<file path="config.mk">
export PLATFORM = sky130hd
export DESIGN_NAME = pdc_calc
export DESIGN_NICKNAME = d
export VERILOG_FILES = /design/src/verilog/pdc_pkg.sv /design/src/verilog/pdc_calc.sv
export SDC_FILE = /design/constraint.sdc
export NUM_CORES = 1
export LEC_CHECK = 0
export BUFFER_PORTS_ARGS = -buffer_cell sky130_fd_sc_hd__buf_2
export CELL_PAD_IN_SITES_DETAIL_PLACEMENT = 1
export CELL_PAD_IN_SITES_GLOBAL_PLACEMENT = 2
export CORE_UTILIZATION = 36
export CTS_BUF_LIST = sky130_fd_sc_hd__clkbuf_2 sky130_fd_sc_hd__clkbuf_4 sky130_fd_sc_hd__clkbuf_8
export CTS_CLUSTER_SIZE = 30
export DETAILED_ROUTE_END_ITERATION = 8
export PLACE_DENSITY_LB_ADDON = 0.1
export SLEW_MARGIN = 20
export SYNTH_ARGS = -nofsm -noshare
export SYNTH_HDL_FRONTEND = slang
export SYNTH_SLANG_ARGS = --single-unit
</file>
<file path="constraint.sdc">
create_clock -name mclk -period 6.47 [get_ports mclk]
set_input_delay 0.9705 -clock mclk [delete_from_list [all_inputs] [get_ports mclk]]
set_output_delay 0.9705 -clock mclk [all_outputs]
set_load 0.02 [all_outputs]
</file>
<file path="src/verilog/pdc_pkg.sv">
// shared constants and carrier types for the pll divider setting calculator
package pdc_pkg;
    localparam int N_W         = 12;
    localparam int M_W         = 9;
    localparam int R_W         = 9;
    localparam int Q_W         = 6;
    localparam int P_W         = 3;
    localparam int PDIV_W      = 7;
    localparam int NS_W        = 16;
    localparam int REM_W       = 10;
    localparam int CNT_W       = 5;
    localparam int CFG_W       = 30;
    localparam int P_BASE      = 4;
    localparam int P_MAX       = 4;
    localparam int Q_MIN       = 16;
    localparam int Q_MAX       = 63;
    localparam int R_MAX       = 511;
    localparam int VCO_MIN_KHZ = 80000;
    localparam int VCO_MAX_KHZ = 200000;
    localparam int REF_KHZ_DEF = 27000;
    localparam int DIV_STEPS   = 16;
    localparam int LAT_CYC     = 18;
    localparam logic [CNT_W-1:0] CNT_LAST = 5'h0f;
    localparam logic [CFG_W-1:0] CFG_RST  = 30'h00000000;

    typedef struct packed {
        logic [N_W-1:0]    n;
        logic [M_W-1:0]    m;
        logic [PDIV_W-1:0] pdiv;
    } pdc_req_t;

    typedef struct packed {
        logic [N_W-1:0] n;
        logic [R_W-1:0] r;
        logic [Q_W-1:0] q;
        logic [P_W-1:0] p;
    } pdc_cfg_t;

    typedef enum logic [2:0] {
        ST_IDLE = 3'b001,
        ST_DIV  = 3'b010,
        ST_FIN  = 3'b100
    } pdc_state_t;
endpackage

</file>
<file path="src/verilog/pdc_calc.sv">
// pll divider setting calculator: turns n, m, pdiv into stored p, q, r, n
`timescale 1ns/1ps

module pdc_calc
    import pdc_pkg::*;
#(
    parameter int REF_KHZ = REF_KHZ_DEF
) (
    input  wire logic              mclk,
    input  wire logic              rst_n,
    input  wire logic              req_valid,
    input  wire pdc_req_t          req,
    output logic                   busy,
    output logic                   done,
    output logic                   invalid,
    output pdc_cfg_t               cfg,
    output logic [PDIV_W-1:0]      pdiv,
    output logic                   standby
);

    // the reference must fit the 32-bit band products below
    if (REF_KHZ < 1 || REF_KHZ > 131071) begin : g_bad_ref
        $error("REF_KHZ out of range");
    end

    localparam logic [31:0] REF_U = 32'(REF_KHZ);

    pdc_state_t           state_reg,  state_next;
    pdc_req_t             req_reg,    req_next;
    logic [P_W-1:0]       p_reg,      p_next;
    logic [NS_W-1:0]      dvd_reg,    dvd_next;
    logic [NS_W-1:0]      quo_reg,    quo_next;
    logic [REM_W-1:0]     rem_reg,    rem_next;
    logic [CNT_W-1:0]     cnt_reg,    cnt_next;
    logic                 in_ok_reg,  in_ok_next;
    logic                 busy_reg,   busy_next;
    logic                 done_reg,   done_next;
    logic                 inv_reg,    inv_next;
    pdc_cfg_t             cfg_reg,    cfg_next;
    logic [PDIV_W-1:0]    pdiv_reg,   pdiv_next;
    logic                 stby_reg,   stby_next;

    logic                 accept;
    logic [P_W-1:0]       p_calc;
    logic [31:0]          f_num;
    logic [31:0]          f_lo;
    logic [31:0]          f_hi;
    logic [REM_W-1:0]     rem_sh;
    logic                 out_ok;

    assign accept = req_valid && (state_reg == ST_IDLE);

    // floor log2 of n/m found as the largest k with m<<k <= n
    always_comb begin
        logic [3:0] k;
        k = 4'h0;
        for (int i = 1; i < N_W; i++) begin
            if (({23'h0, req.m} << i) <= {20'h0, req.n}) begin
                k = 4'(i);
            end
        end
        if (k >= 4'(P_BASE)) begin
            p_calc = 3'h0;
        end else begin
            p_calc = 3'(P_BASE - int'(k));
        end
    end

    // vco band test done by multiplying, avoiding a second divider
    assign f_num = REF_U * {20'h0, req.n};
    assign f_lo  = 32'(VCO_MIN_KHZ) * {23'h0, req.m};
    assign f_hi  = 32'(VCO_MAX_KHZ) * {23'h0, req.m};

    // one restoring step per cycle keeps the divider small
    assign rem_sh = {rem_reg[REM_W-2:0], dvd_reg[NS_W-1]};

    // derived-value range check on the finished quotient
    assign out_ok = in_ok_reg
                 && (quo_reg >= 16'(Q_MIN))
                 && (quo_reg <= 16'(Q_MAX))
                 && (rem_reg <= 10'(R_MAX))
                 && (p_reg <= 3'(P_MAX));

    // next-state and datapath
    always_comb begin
        state_next = state_reg;
        req_next   = req_reg;
        p_next     = p_reg;
        dvd_next   = dvd_reg;
        quo_next   = quo_reg;
        rem_next   = rem_reg;
        cnt_next   = cnt_reg;
        in_ok_next = in_ok_reg;
        inv_next   = inv_reg;
        cfg_next   = cfg_reg;
        pdiv_next  = pdiv_reg;
        stby_next  = stby_reg;
        done_next  = 1'b0;
        case (state_reg)
            ST_IDLE: begin
                if (accept) begin
                    req_next   = req;
                    p_next     = p_calc;
                    dvd_next   = NS_W'({4'h0, req.n} << p_calc);
                    quo_next   = '0;
                    rem_next   = '0;
                    cnt_next   = '0;
                    in_ok_next = (req.n != '0) && (req.m != '0)
                              && (req.n >= 12'(req.m))
                              && (f_num >= f_lo) && (f_num <= f_hi);
                    state_next = ST_DIV;
                end
            end
            ST_DIV: begin
                if (rem_sh >= {1'b0, req_reg.m}) begin
                    rem_next = rem_sh - {1'b0, req_reg.m};
                    quo_next = {quo_reg[NS_W-2:0], 1'b1};
                end else begin
                    rem_next = rem_sh;
                    quo_next = {quo_reg[NS_W-2:0], 1'b0};
                end
                dvd_next = {dvd_reg[NS_W-2:0], 1'b0};
                cnt_next = cnt_reg + 5'h01;
                if (cnt_reg == CNT_LAST) begin
                    state_next = ST_FIN;
                end
            end
            ST_FIN: begin
                done_next  = 1'b1;
                inv_next   = !out_ok;
                if (out_ok) begin
                    cfg_next.n = req_reg.n;
                    cfg_next.r = rem_reg[R_W-1:0];
                    cfg_next.q = quo_reg[Q_W-1:0];
                    cfg_next.p = p_reg;
                    pdiv_next  = req_reg.pdiv;
                    stby_next  = (req_reg.pdiv == '0);
                end
                state_next = ST_IDLE;
            end
            default: begin
                state_next = ST_IDLE;
            end
        endcase
        busy_next = (state_next != ST_IDLE);
    end

    // registers
    always_ff @(posedge mclk) begin
        if (!rst_n) begin
            state_reg <= ST_IDLE;
            req_reg   <= '0;
            p_reg     <= '0;
            dvd_reg   <= '0;
            quo_reg   <= '0;
            rem_reg   <= '0;
            cnt_reg   <= '0;
            in_ok_reg <= 1'b0;
            busy_reg  <= 1'b0;
            done_reg  <= 1'b0;
            inv_reg   <= 1'b0;
            cfg_reg   <= CFG_RST;
            pdiv_reg  <= '0;
            stby_reg  <= 1'b1;   // no divider runs before a setting
        end else begin
            state_reg <= state_next;
            req_reg   <= req_next;
            p_reg     <= p_next;
            dvd_reg   <= dvd_next;
            quo_reg   <= quo_next;
            rem_reg   <= rem_next;
            cnt_reg   <= cnt_next;
            in_ok_reg <= in_ok_next;
            busy_reg  <= busy_next;
            done_reg  <= done_next;
            inv_reg   <= inv_next;
            cfg_reg   <= cfg_next;
            pdiv_reg  <= pdiv_next;
            stby_reg  <= stby_next;
        end
    end

    assign busy    = busy_reg;
    assign done    = done_reg;
    assign invalid = inv_reg;
    assign cfg     = cfg_reg;
    assign pdiv    = pdiv_reg;
    assign standby = stby_reg;

    // checks on latency, the busy span and the finished result
    a_fixed_latency: assert property (@(posedge mclk) disable iff (!rst_n)
        (req_valid && !busy_reg) |-> ##18 done_reg)
        else $error("done not seen 18 cycles after accept");

    a_invalid_hold: assert property (@(posedge mclk) disable iff (!rst_n)
        (done_reg && inv_reg) |-> (cfg_reg == $past(cfg_reg)
                                   && pdiv_reg == $past(pdiv_reg)))
        else $error("invalid result changed stored setting");

    a_zero_m_bad: assert property (@(posedge mclk) disable iff (!rst_n)
        (req_valid && !busy_reg && req.m == '0) |-> ##18 (done_reg && inv_reg))
        else $error("zero divide value not flagged");

    a_shift_log: assert property (@(posedge mclk) disable iff (!rst_n)
        (done_reg && !inv_reg && cfg_reg.p != '0) |->
        (({23'h0, req_reg.m} << (4 - cfg_reg.p)) <= {20'h0, cfg_reg.n})
        && ({20'h0, cfg_reg.n} < ({23'h0, req_reg.m} << (5 - cfg_reg.p))))
        else $error("shift value does not match log2 of n over m");

    a_div_identity: assert property (@(posedge mclk) disable iff (!rst_n)
        (done_reg && !inv_reg) |->
        ((({20'h0, cfg_reg.n} << cfg_reg.p) ==
          {23'h0, req_reg.m} * {26'h0, cfg_reg.q} + {23'h0, cfg_reg.r})
         && ({23'h0, cfg_reg.r} < {23'h0, req_reg.m})))
        else $error("scaled n is not m times q plus r");

    a_q_window: assert property (@(posedge mclk) disable iff (!rst_n)
        (done_reg && !inv_reg) |-> (cfg_reg.q >= 6'(Q_MIN)
                                    && cfg_reg.p <= 3'(P_MAX)))
        else $error("accepted setting outside q or p range");

    a_vco_band: assert property (@(posedge mclk) disable iff (!rst_n)
        (done_reg && !inv_reg) |->
        (REF_U * {20'h0, cfg_reg.n} >= 32'(VCO_MIN_KHZ) * {23'h0, req_reg.m})
        && (REF_U * {20'h0, cfg_reg.n} <= 32'(VCO_MAX_KHZ) * {23'h0, req_reg.m}))
        else $error("accepted setting outside oscillator band");

    a_standby_zero: assert property (@(posedge mclk) disable iff (!rst_n)
        (done_reg && !inv_reg) |-> (stby_reg == (req_reg.pdiv == '0)
                                    && pdiv_reg == req_reg.pdiv))
        else $error("standby does not follow zero post-divider");

    a_busy_span: assert property (@(posedge mclk) disable iff (!rst_n)
        (req_valid && !busy_reg) |=> busy_reg[*8])
        else $error("busy dropped early during calculation");

endmodule // pdc_calc

</file>
==> results of run 1 <==
==> power by group through the flow <==
stage | clock network (mW) | logic (mW) | registers (mW)
final | 0.783 | 4.90 | 0.807
after global routing | 0.840 | 5.56 | 0.810
after CTS | 0.809 | 4.95 | 0.807
after detailed placement | 0 | 4.90 | 0.824
after global placement | 0 | 4.76 | 0.824
after floorplan | 0 | 3.06 | 0.816
==> cells in the mapped netlist (all sizes together), types with 4 or more instances <==
| master | number | area [um2] |
|---|---|---|
| dfxtp | 123 | 2460 |
| and3 | 8 | 50.1 |
| o41ai | 5 | 77.6 |
| a31oi | 8 | 56.3 |
| o221ai | 7 | 61.3 |
| nand3 | 24 | 125 |
| o21a | 10 | 75.1 |
| or2 | 5 | 33.8 |
| inv | 242 | 913 |
| nand4b | 4 | 35.0 |
| and2 | 18 | 115 |
| a211oi | 12 | 90.1 |
| nor2b | 32 | 200 |
| o21bai | 5 | 37.5 |
| nand2 | 196 | 746 |
| xor2 | 14 | 123 |
| buf | 7 | 46.3 |
| a21o | 30 | 225 |
| a221o | 4 | 40.0 |
| o31ai | 4 | 30.0 |
| fa | 83 | 1660 |
| nand4 | 28 | 190 |
| nor3 | 17 | 96.4 |
| xnor2 | 29 | 254 |
| or3 | 5 | 31.3 |
| a21oi | 67 | 339 |
| clkbuf | 42 | 158 |
| mux2i | 30 | 300 |
| a22oi | 19 | 143 |
| o211ai | 19 | 148 |
| nor2 | 56 | 210 |
| nand2b | 14 | 87.6 |
| o21ai | 68 | 348 |
| ha | 317 | 3970 |
| nor4 | 11 | 68.8 |
| a21boi | 72 | 541 |
==> worst paths after layout <==
check / cells past startpoint / to / slack [ns] / from
min reg2reg: 1 / cnt_reg[3]$_SDFFE_PN0P_ / 0.45 / cnt_reg[3]$_SDFFE_PN0P_
min: 1 / cnt_reg[3]$_SDFFE_PN0P_ / 0.45 / cnt_reg[3]$_SDFFE_PN0P_
max: 26 / in_ok_reg$_SDFFE_PN0P_ / -0.25 / req[25]
max reg2reg: 13 / rem_reg[3]$_SDFFE_PN0P_ / 3.28 / dvd_reg[15]$_SDFFE_PN0P_
==> layout make-up <==
class	count	area [um2]	area share [%]
clock buffer	21	289	1.68
clock inverter	11	164	0.955
timing repair buffer	229	1550	9.03
sequential	123	2460	14.3
tap	525	657	3.83
inverter	242	927	5.40
multi-input combinational	1264	11100	64.7
==> worst register-to-register path: stages (launching register included) <==
cell and delay, ns:
sky130_fd_sc_hd__dfxtp_1 0.37, sky130_fd_sc_hd__inv_1 0.08, sky130_fd_sc_hd__ha_1 0.18, sky130_fd_sc_hd__fa_1 0.22, sky130_fd_sc_hd__nor2b_1 0.06, sky130_fd_sc_hd__o21ai_0 0.19
sky130_fd_sc_hd__nand2b_1 0.16, sky130_fd_sc_hd__a221oi_1 0.41, sky130_fd_sc_hd__o21ai_0 0.16, sky130_fd_sc_hd__a21o_1 0.21, sky130_fd_sc_hd__or2_1 0.46, sky130_fd_sc_hd__mux2i_1 0.29
sky130_fd_sc_hd__o21ai_0 0.11, sky130_fd_sc_hd__and2_1 0.19
==> through the flow <==
step / hold WS [ns] / total power, mW / setup TNS, ns / util (%)
6_report: 0.453 / 6.49 / -0.248 / 43.2
4_1_cts: 0.463 / 6.56 / -0.196 / 43.1
5_1_grt: 0.482 / 7.21 / -0.417 / 43.2
2_1_floorplan: 0.415 / 3.87 / -0.149 / -
3_5_place_dp: 0.451 / 5.72 / -0.666 / 41.9
3_3_place_gp: 0.435 / 5.58 / -0.595 / 41.9
==> timing repair <==
item | in CTS | in global routing
gates resized for setup | 2 | 9
endpoints found under the setup margin | 1 | 1
buffers inserted | 0 | 2
pin swaps | 0 | 15
==> layer usage <==
metal  vias up  GRT usage, %  part of all wire (%)
met4         0          7.25                   2.6
met5         -             0                     0
met2       157          43.0                    51
li1       6184             -                     -
met3        67          2.07                   1.6
met1      6062          27.9                    44
==> cells by family (layout without fill, tap and decap cells) <==
logic type,count (synthesis),in the layout,synth area share (%)
flip-flops,123,123,17.0
AO/OA/AOI/OAI,356,356,16.9
multiplexers,30,30,2.07
buffers and inverters,291,503,7.72
AND/OR/NAND/NOR,435,435,14.8
XOR/XNOR,43,43,2.60
adder cells (fa/ha/maj),400,400,38.9
==> flow_metrics.tcl, run 1 <==
set metrics [dict create \
    share_comb_of_total_power_pct 75.5 \
    max_freq_ghz 0.149 \
    post-place-ws_ns -0.666 \
    worst_slew_pin_slew_ns 0.636 \
    cts_hold_repair.buffers 0 \
    htreeDepth 4 \
    slowest_delay_ns 0.55 \
    critPathArrivalTime_ns 7.13 \
    worst_ir_drop_vdd_mv 0.322 \
    wl_per_cell_um 19.0 \
    clkPwrFrac_pct 12.1 \
    route.detailed.drc 0 \
    cts.clk_slew.worst_paths_ns 0.08 \
    finalCritPeriodShare_pct 104 \
    worstSetupEndpointType "flop" \
    num-nets-final 2308 \
    maxSlewViolCount 0 \
    synth-seq-area-share_pct 17.0 \
    detailedRoute.firstPassIterationCount 6 \
    failed_checks "negative setup slack" \
    post_route_clock_skew_ns 0.0142 \
    slew-limit-headroom_pct 56.5 \
    gp_routability_congestion 0.875 \
    number_of_inserted_filler_cells_in_the_final_layout 4755 \
    layout.cell_area.non_filler_um2 17200 \
    cts-buffers-inserted 17 \
    vias_per_cell 5.16 \
    floorplan.rows 73 \
    final_period_minus_worst_setup_slack_ns 6.72 \
    setup.worst_path.class "primary input to flop" \
    flip_flop_count_of_the_largest_register_all_copies_and_words_added 30 \
    gr-usage-all-layers_pct 23.2 \
    power.leakage_nw 8.42 \
    share_of_post_route_cells_with_drive_strength_above_1_pct 16.9 \
    core_area_um2 39700 \
    area.growth.synth_to_final_pct 18.5 \
    maxCapViolCount 0 \
    post_synthesis_register_bit_count 123 \
    synth_fp_nets 2109 \
    num_io_pins 72 \
    reg_power_share_pct 12.4 \
    sw_frac_of_total_pct 43.9 \
    die_y_um 203 \
    report.final.setup_viol 1 \
    status "finished with violations" \
    netSwitchingPower_mw 2.85 \
    die_outline_area_um2 41000 \
    first_global_vias 13600 \
    die_w_um 203 \
    post_synth_inst_count 1678 \
    layout_commonest_cell "sky130_fd_sc_hd__ha_1" \
    cts-root-buf "sky130_fd_sc_hd__clkbuf_8" \
    unrepaired_setup_endpoints_after_global_routing "true" \
    syn-cell-area_um2 14500 \
    power.density_cell_area_nw_per_um2 378 \
    netlist-cell-type-count 82 \
    finalWirelength_um 45800 \
    average_cell_area_after_synthesis_um2 8.63 \
    hold_violations 0 \
    numPortBuffers 71 \
    synth_enable_flop_cells 0 \
    grt.overflow.total 0 \
    tritoncts_clock_tree "yes" \
    fin_ws_ns -0.248 \
    final_antenna_net_count 0 \
    clk-insertion-delay-late_ns 0.47 \
    crit_path_start_kind "primary input" \
    post_dp_cell_area_um2 16600 \
    crit_path_max_fanout 3 \
    hold_path.class "flop to flop" \
    vias 12500 \
    global_route_wire_length_before_repair_um 74600 \
    critical-path-slowest-cell "sky130_fd_sc_hd__fa_1" \
    maximum_number_of_pins_on_one_net_before_global_route_repair 65 \
    place.detailed.hpwl_um 37500 \
    grt_antenna_before_repair 0 \
    max-clock-path-buffers 2 \
    mostFrequentLayoutCells "sky130_fd_sc_hd__ha_1, sky130_fd_sc_hd__inv_1, sky130_fd_sc_hd__nand2_1" \
    critical_path_buf_inv_count 6 \
    fraction_of_registers_with_async_set_or_reset_after_synthesis_pct 0 \
    intPower_mw 3.64 \
    postSynth.topFlopCell "sky130_fd_sc_hd__dfxtp_1" \
    start_util_pct 36.4 \
    path_delay_family "adder cells" \
    cts.sinks 123 \
    synthesis.yosys.warnings 0 \
    final_cells 2415 \
    insertedDiodeCount 0 \
    first_iter_violations 408 \
    critPathRequiredTime_ns 6.88 \
    numPlacedInstances 2381 \
]
(Power assumes the default switching activity.)
==> run 2: changes to the inputs <==
--- a/config.mk
+++ b/config.mk
@@ -8,6 +8,7 @@
 export BUFFER_PORTS_ARGS = -buffer_cell sky130_fd_sc_hd__buf_2
 export CELL_PAD_IN_SITES_DETAIL_PLACEMENT = 1
 export CELL_PAD_IN_SITES_GLOBAL_PLACEMENT = 2
+export CORE_ASPECT_RATIO = 1.4
 export CORE_UTILIZATION = 36
 export CTS_BUF_LIST = sky130_fd_sc_hd__clkbuf_2 sky130_fd_sc_hd__clkbuf_4 sky130_fd_sc_hd__clkbuf_8
 export CTS_CLUSTER_SIZE = 30
==> run 2 against run 1 <==
The flow still finishes with violations (negative setup slack). Power is 0.11% higher. Register-to-register slack better by 0.15 ns. Sequential share of layout area hardly changed. Via count is 0.60% higher. Core utilization is 0.32 points higher. Fmax is 2.0% higher.
==> flow_metrics.tcl, run 2 (same netlist as run 1, synthesis figures left out) <==
set metrics [dict create \
    vias_per_cell 5.19 \
    path_common_cell "sky130_fd_sc_hd__fa_1" \
    htreeDepth 4 \
    flip_flop_count_of_the_largest_register_all_copies_and_words_added 30 \
    layout_commonest_cell "sky130_fd_sc_hd__ha_1" \
    cts.sinks 123 \
    grt.overflow.total 0 \
    post_route_clock_skew_ns 0.0162 \
    max-clock-path-buffers 2 \
    netSwitchingPower_mw 2.89 \
    slowest_delay_ns 0.55 \
    num-nets-final 2307 \
    share_comb_of_total_power_pct 75.8 \
    reg_power_share_pct 12.4 \
    postLayoutCoreUtil_pct 43.5 \
    cts-buffers-inserted 17 \
    worst_slew_pin_slew_ns 0.688 \
    grt_antenna_before_repair 1 \
    cts.clk_slew.worst_paths_ns 0.08 \
    crit_path_start_kind "primary input" \
    finalCritPeriodShare_pct 102 \
    first_global_vias 13700 \
    mostFrequentLayoutCells "sky130_fd_sc_hd__ha_1, sky130_fd_sc_hd__inv_1, sky130_fd_sc_hd__nand2_1" \
    die_y_um 239 \
    sw_frac_of_total_pct 44.4 \
    first_iter_violations 339 \
    route.detailed.drc 0 \
    hold_violations 0 \
    area.growth.synth_to_final_pct 18.7 \
    worstSetupEndpointType "flop" \
    globalRouteMet1Util_pct 24.4 \
    numPortBuffers 71 \
    critPathArrivalTime_ns 6.98 \
    share_of_post_route_cells_with_drive_strength_above_1_pct 16.9 \
    cts-root-buf "sky130_fd_sc_hd__clkbuf_8" \
    path_delay_family "adder cells" \
    critPathRequiredTime_ns 6.86 \
    groute.layer.met3.usage_pct 1.93 \
    wl_per_cell_um 19.3 \
    die_outline_area_um2 41000 \
    detailedRoute.firstPassIterationCount 4 \
    num_io_pins 72 \
    unrepaired_setup_endpoints_after_global_routing "true" \
    floorplan.rows 86 \
    clk-insertion-delay-late_ns 0.46 \
    global_route_wire_length_before_repair_um 73900 \
    power.leakage_nw 8.43 \
    tritoncts_clock_tree "yes" \
    place.detailed.hpwl_um 38300 \
    hold_slack_ns 0.456 \
    failed_checks "negative setup slack" \
    worst_ir_drop_vdd_mv 0.332 \
    cts_hold_repair.buffers 0 \
    crit_path_max_fanout 4 \
    start_util_pct 36.7 \
    intPower_mw 3.61 \
    setup.worst_path.class "primary input to flop" \
    cp_num_cells 25 \
    grt_most_used_layer "met2" \
    slew-limit-headroom_pct 53.9 \
    max_freq_ghz 0.152 \
    status "finished with violations" \
    holdPathStages 1 \
    fin_ws_ns -0.115 \
    final_period_minus_worst_setup_slack_ns 6.59 \
    maxCapViolCount 0 \
    final_antenna_net_count 0 \
    maximum_number_of_pins_on_one_net_before_global_route_repair 70 \
    clkPwrFrac_pct 11.8 \
    gp_routability_congestion 0.863 \
    register_to_register_path_depth 13 \
    core_area_um2 39500 \
    maxSlewViolCount 0 \
    report.final.setup_viol 1 \
    hold_path.class "flop to flop" \
    critical_path_buf_inv_count 5 \
    die_w_um 172 \
    gr-usage-all-layers_pct 23.7 \
    vias 12500 \
    critical-path-slowest-cell "sky130_fd_sc_hd__fa_1" \
    power.density_cell_area_nw_per_um2 378 \
    gr-usage-met2_pct 46.8 \
    finalWirelength_um 46600 \
]
## run 2: worst paths after layout
| kind | startpoint | to | slack [ns] |
|---|---|---|---|
| worst min register to register | cnt_reg[3]$_SDFFE_PN0P_ | cnt_reg[3]$_SDFFE_PN0P_ | 0.46 |
| worst max register to register | dvd_reg[15]$_SDFFE_PN0P_ | rem_reg[3]$_SDFFE_PN0P_ | 3.43 |
| worst max-delay path | req[25] | in_ok_reg$_SDFFE_PN0P_ | -0.12 |
| worst min-delay path | cnt_reg[3]$_SDFFE_PN0P_ | cnt_reg[3]$_SDFFE_PN0P_ | 0.46 |
## run 2: final cells by class
class                      instances  area, um2
antenna                            1       2.50
clock buffer                      25        307
clock inverter                     7        138
fill                            4759      22300
inverter                         242        927
multi-input combinational       1264      11100
sequential                       123       2460
tap                              528        661
timing repair buffer             228       1560
## run 2: layer usage
layer / wire (um) / part of all wire [%]
met1: 17900 / 38
met5: 0 / 0
met2: 25600 / 55
met3: 841 / 1.8
met4: 2230 / 4.8
## run 2: power by group through the flow
stage / combinational [mW] / clock (mW) / sequential [mW]
5_1_grt: 5.56 / 0.823 / 0.811
2_1_floorplan: 3.06 / 0 / 0.816
3_5_place_dp: 4.79 / 0 / 0.825
4_1_cts: 4.86 / 0.791 / 0.807
3_3_place_gp: 4.65 / 0 / 0.824
6_report: 4.93 / 0.764 / 0.807
## run 2: timing repair
item                       in CTS  in global routing
cloned                          0                  0
resized for setup               1                 14
pin swaps                      15                 11
setup buffers                   2                  3
setup endpoints to repair       1                  1
## run 2: per-stage QoR
| step | TNS, ns | std cells | power [mW] | cell area (um2) | setup WS [ns] |
|---|---|---|---|---|---|
| global route | -0.320 | 2418 | 7.19 | 17200 | -0.320 |
| floorplan | -0.149 | 1678 | 3.87 | 14600 | -0.149 |
| detailed placement | -0.717 | 2380 | 5.62 | 16600 | -0.717 |
| CTS | -0.206 | 2414 | 6.46 | 17100 | -0.206 |
| finish | -0.115 | 2418 | 6.50 | 17200 | -0.115 |
| global placement | -0.560 | 2380 | 5.47 | 16600 | -0.560 |
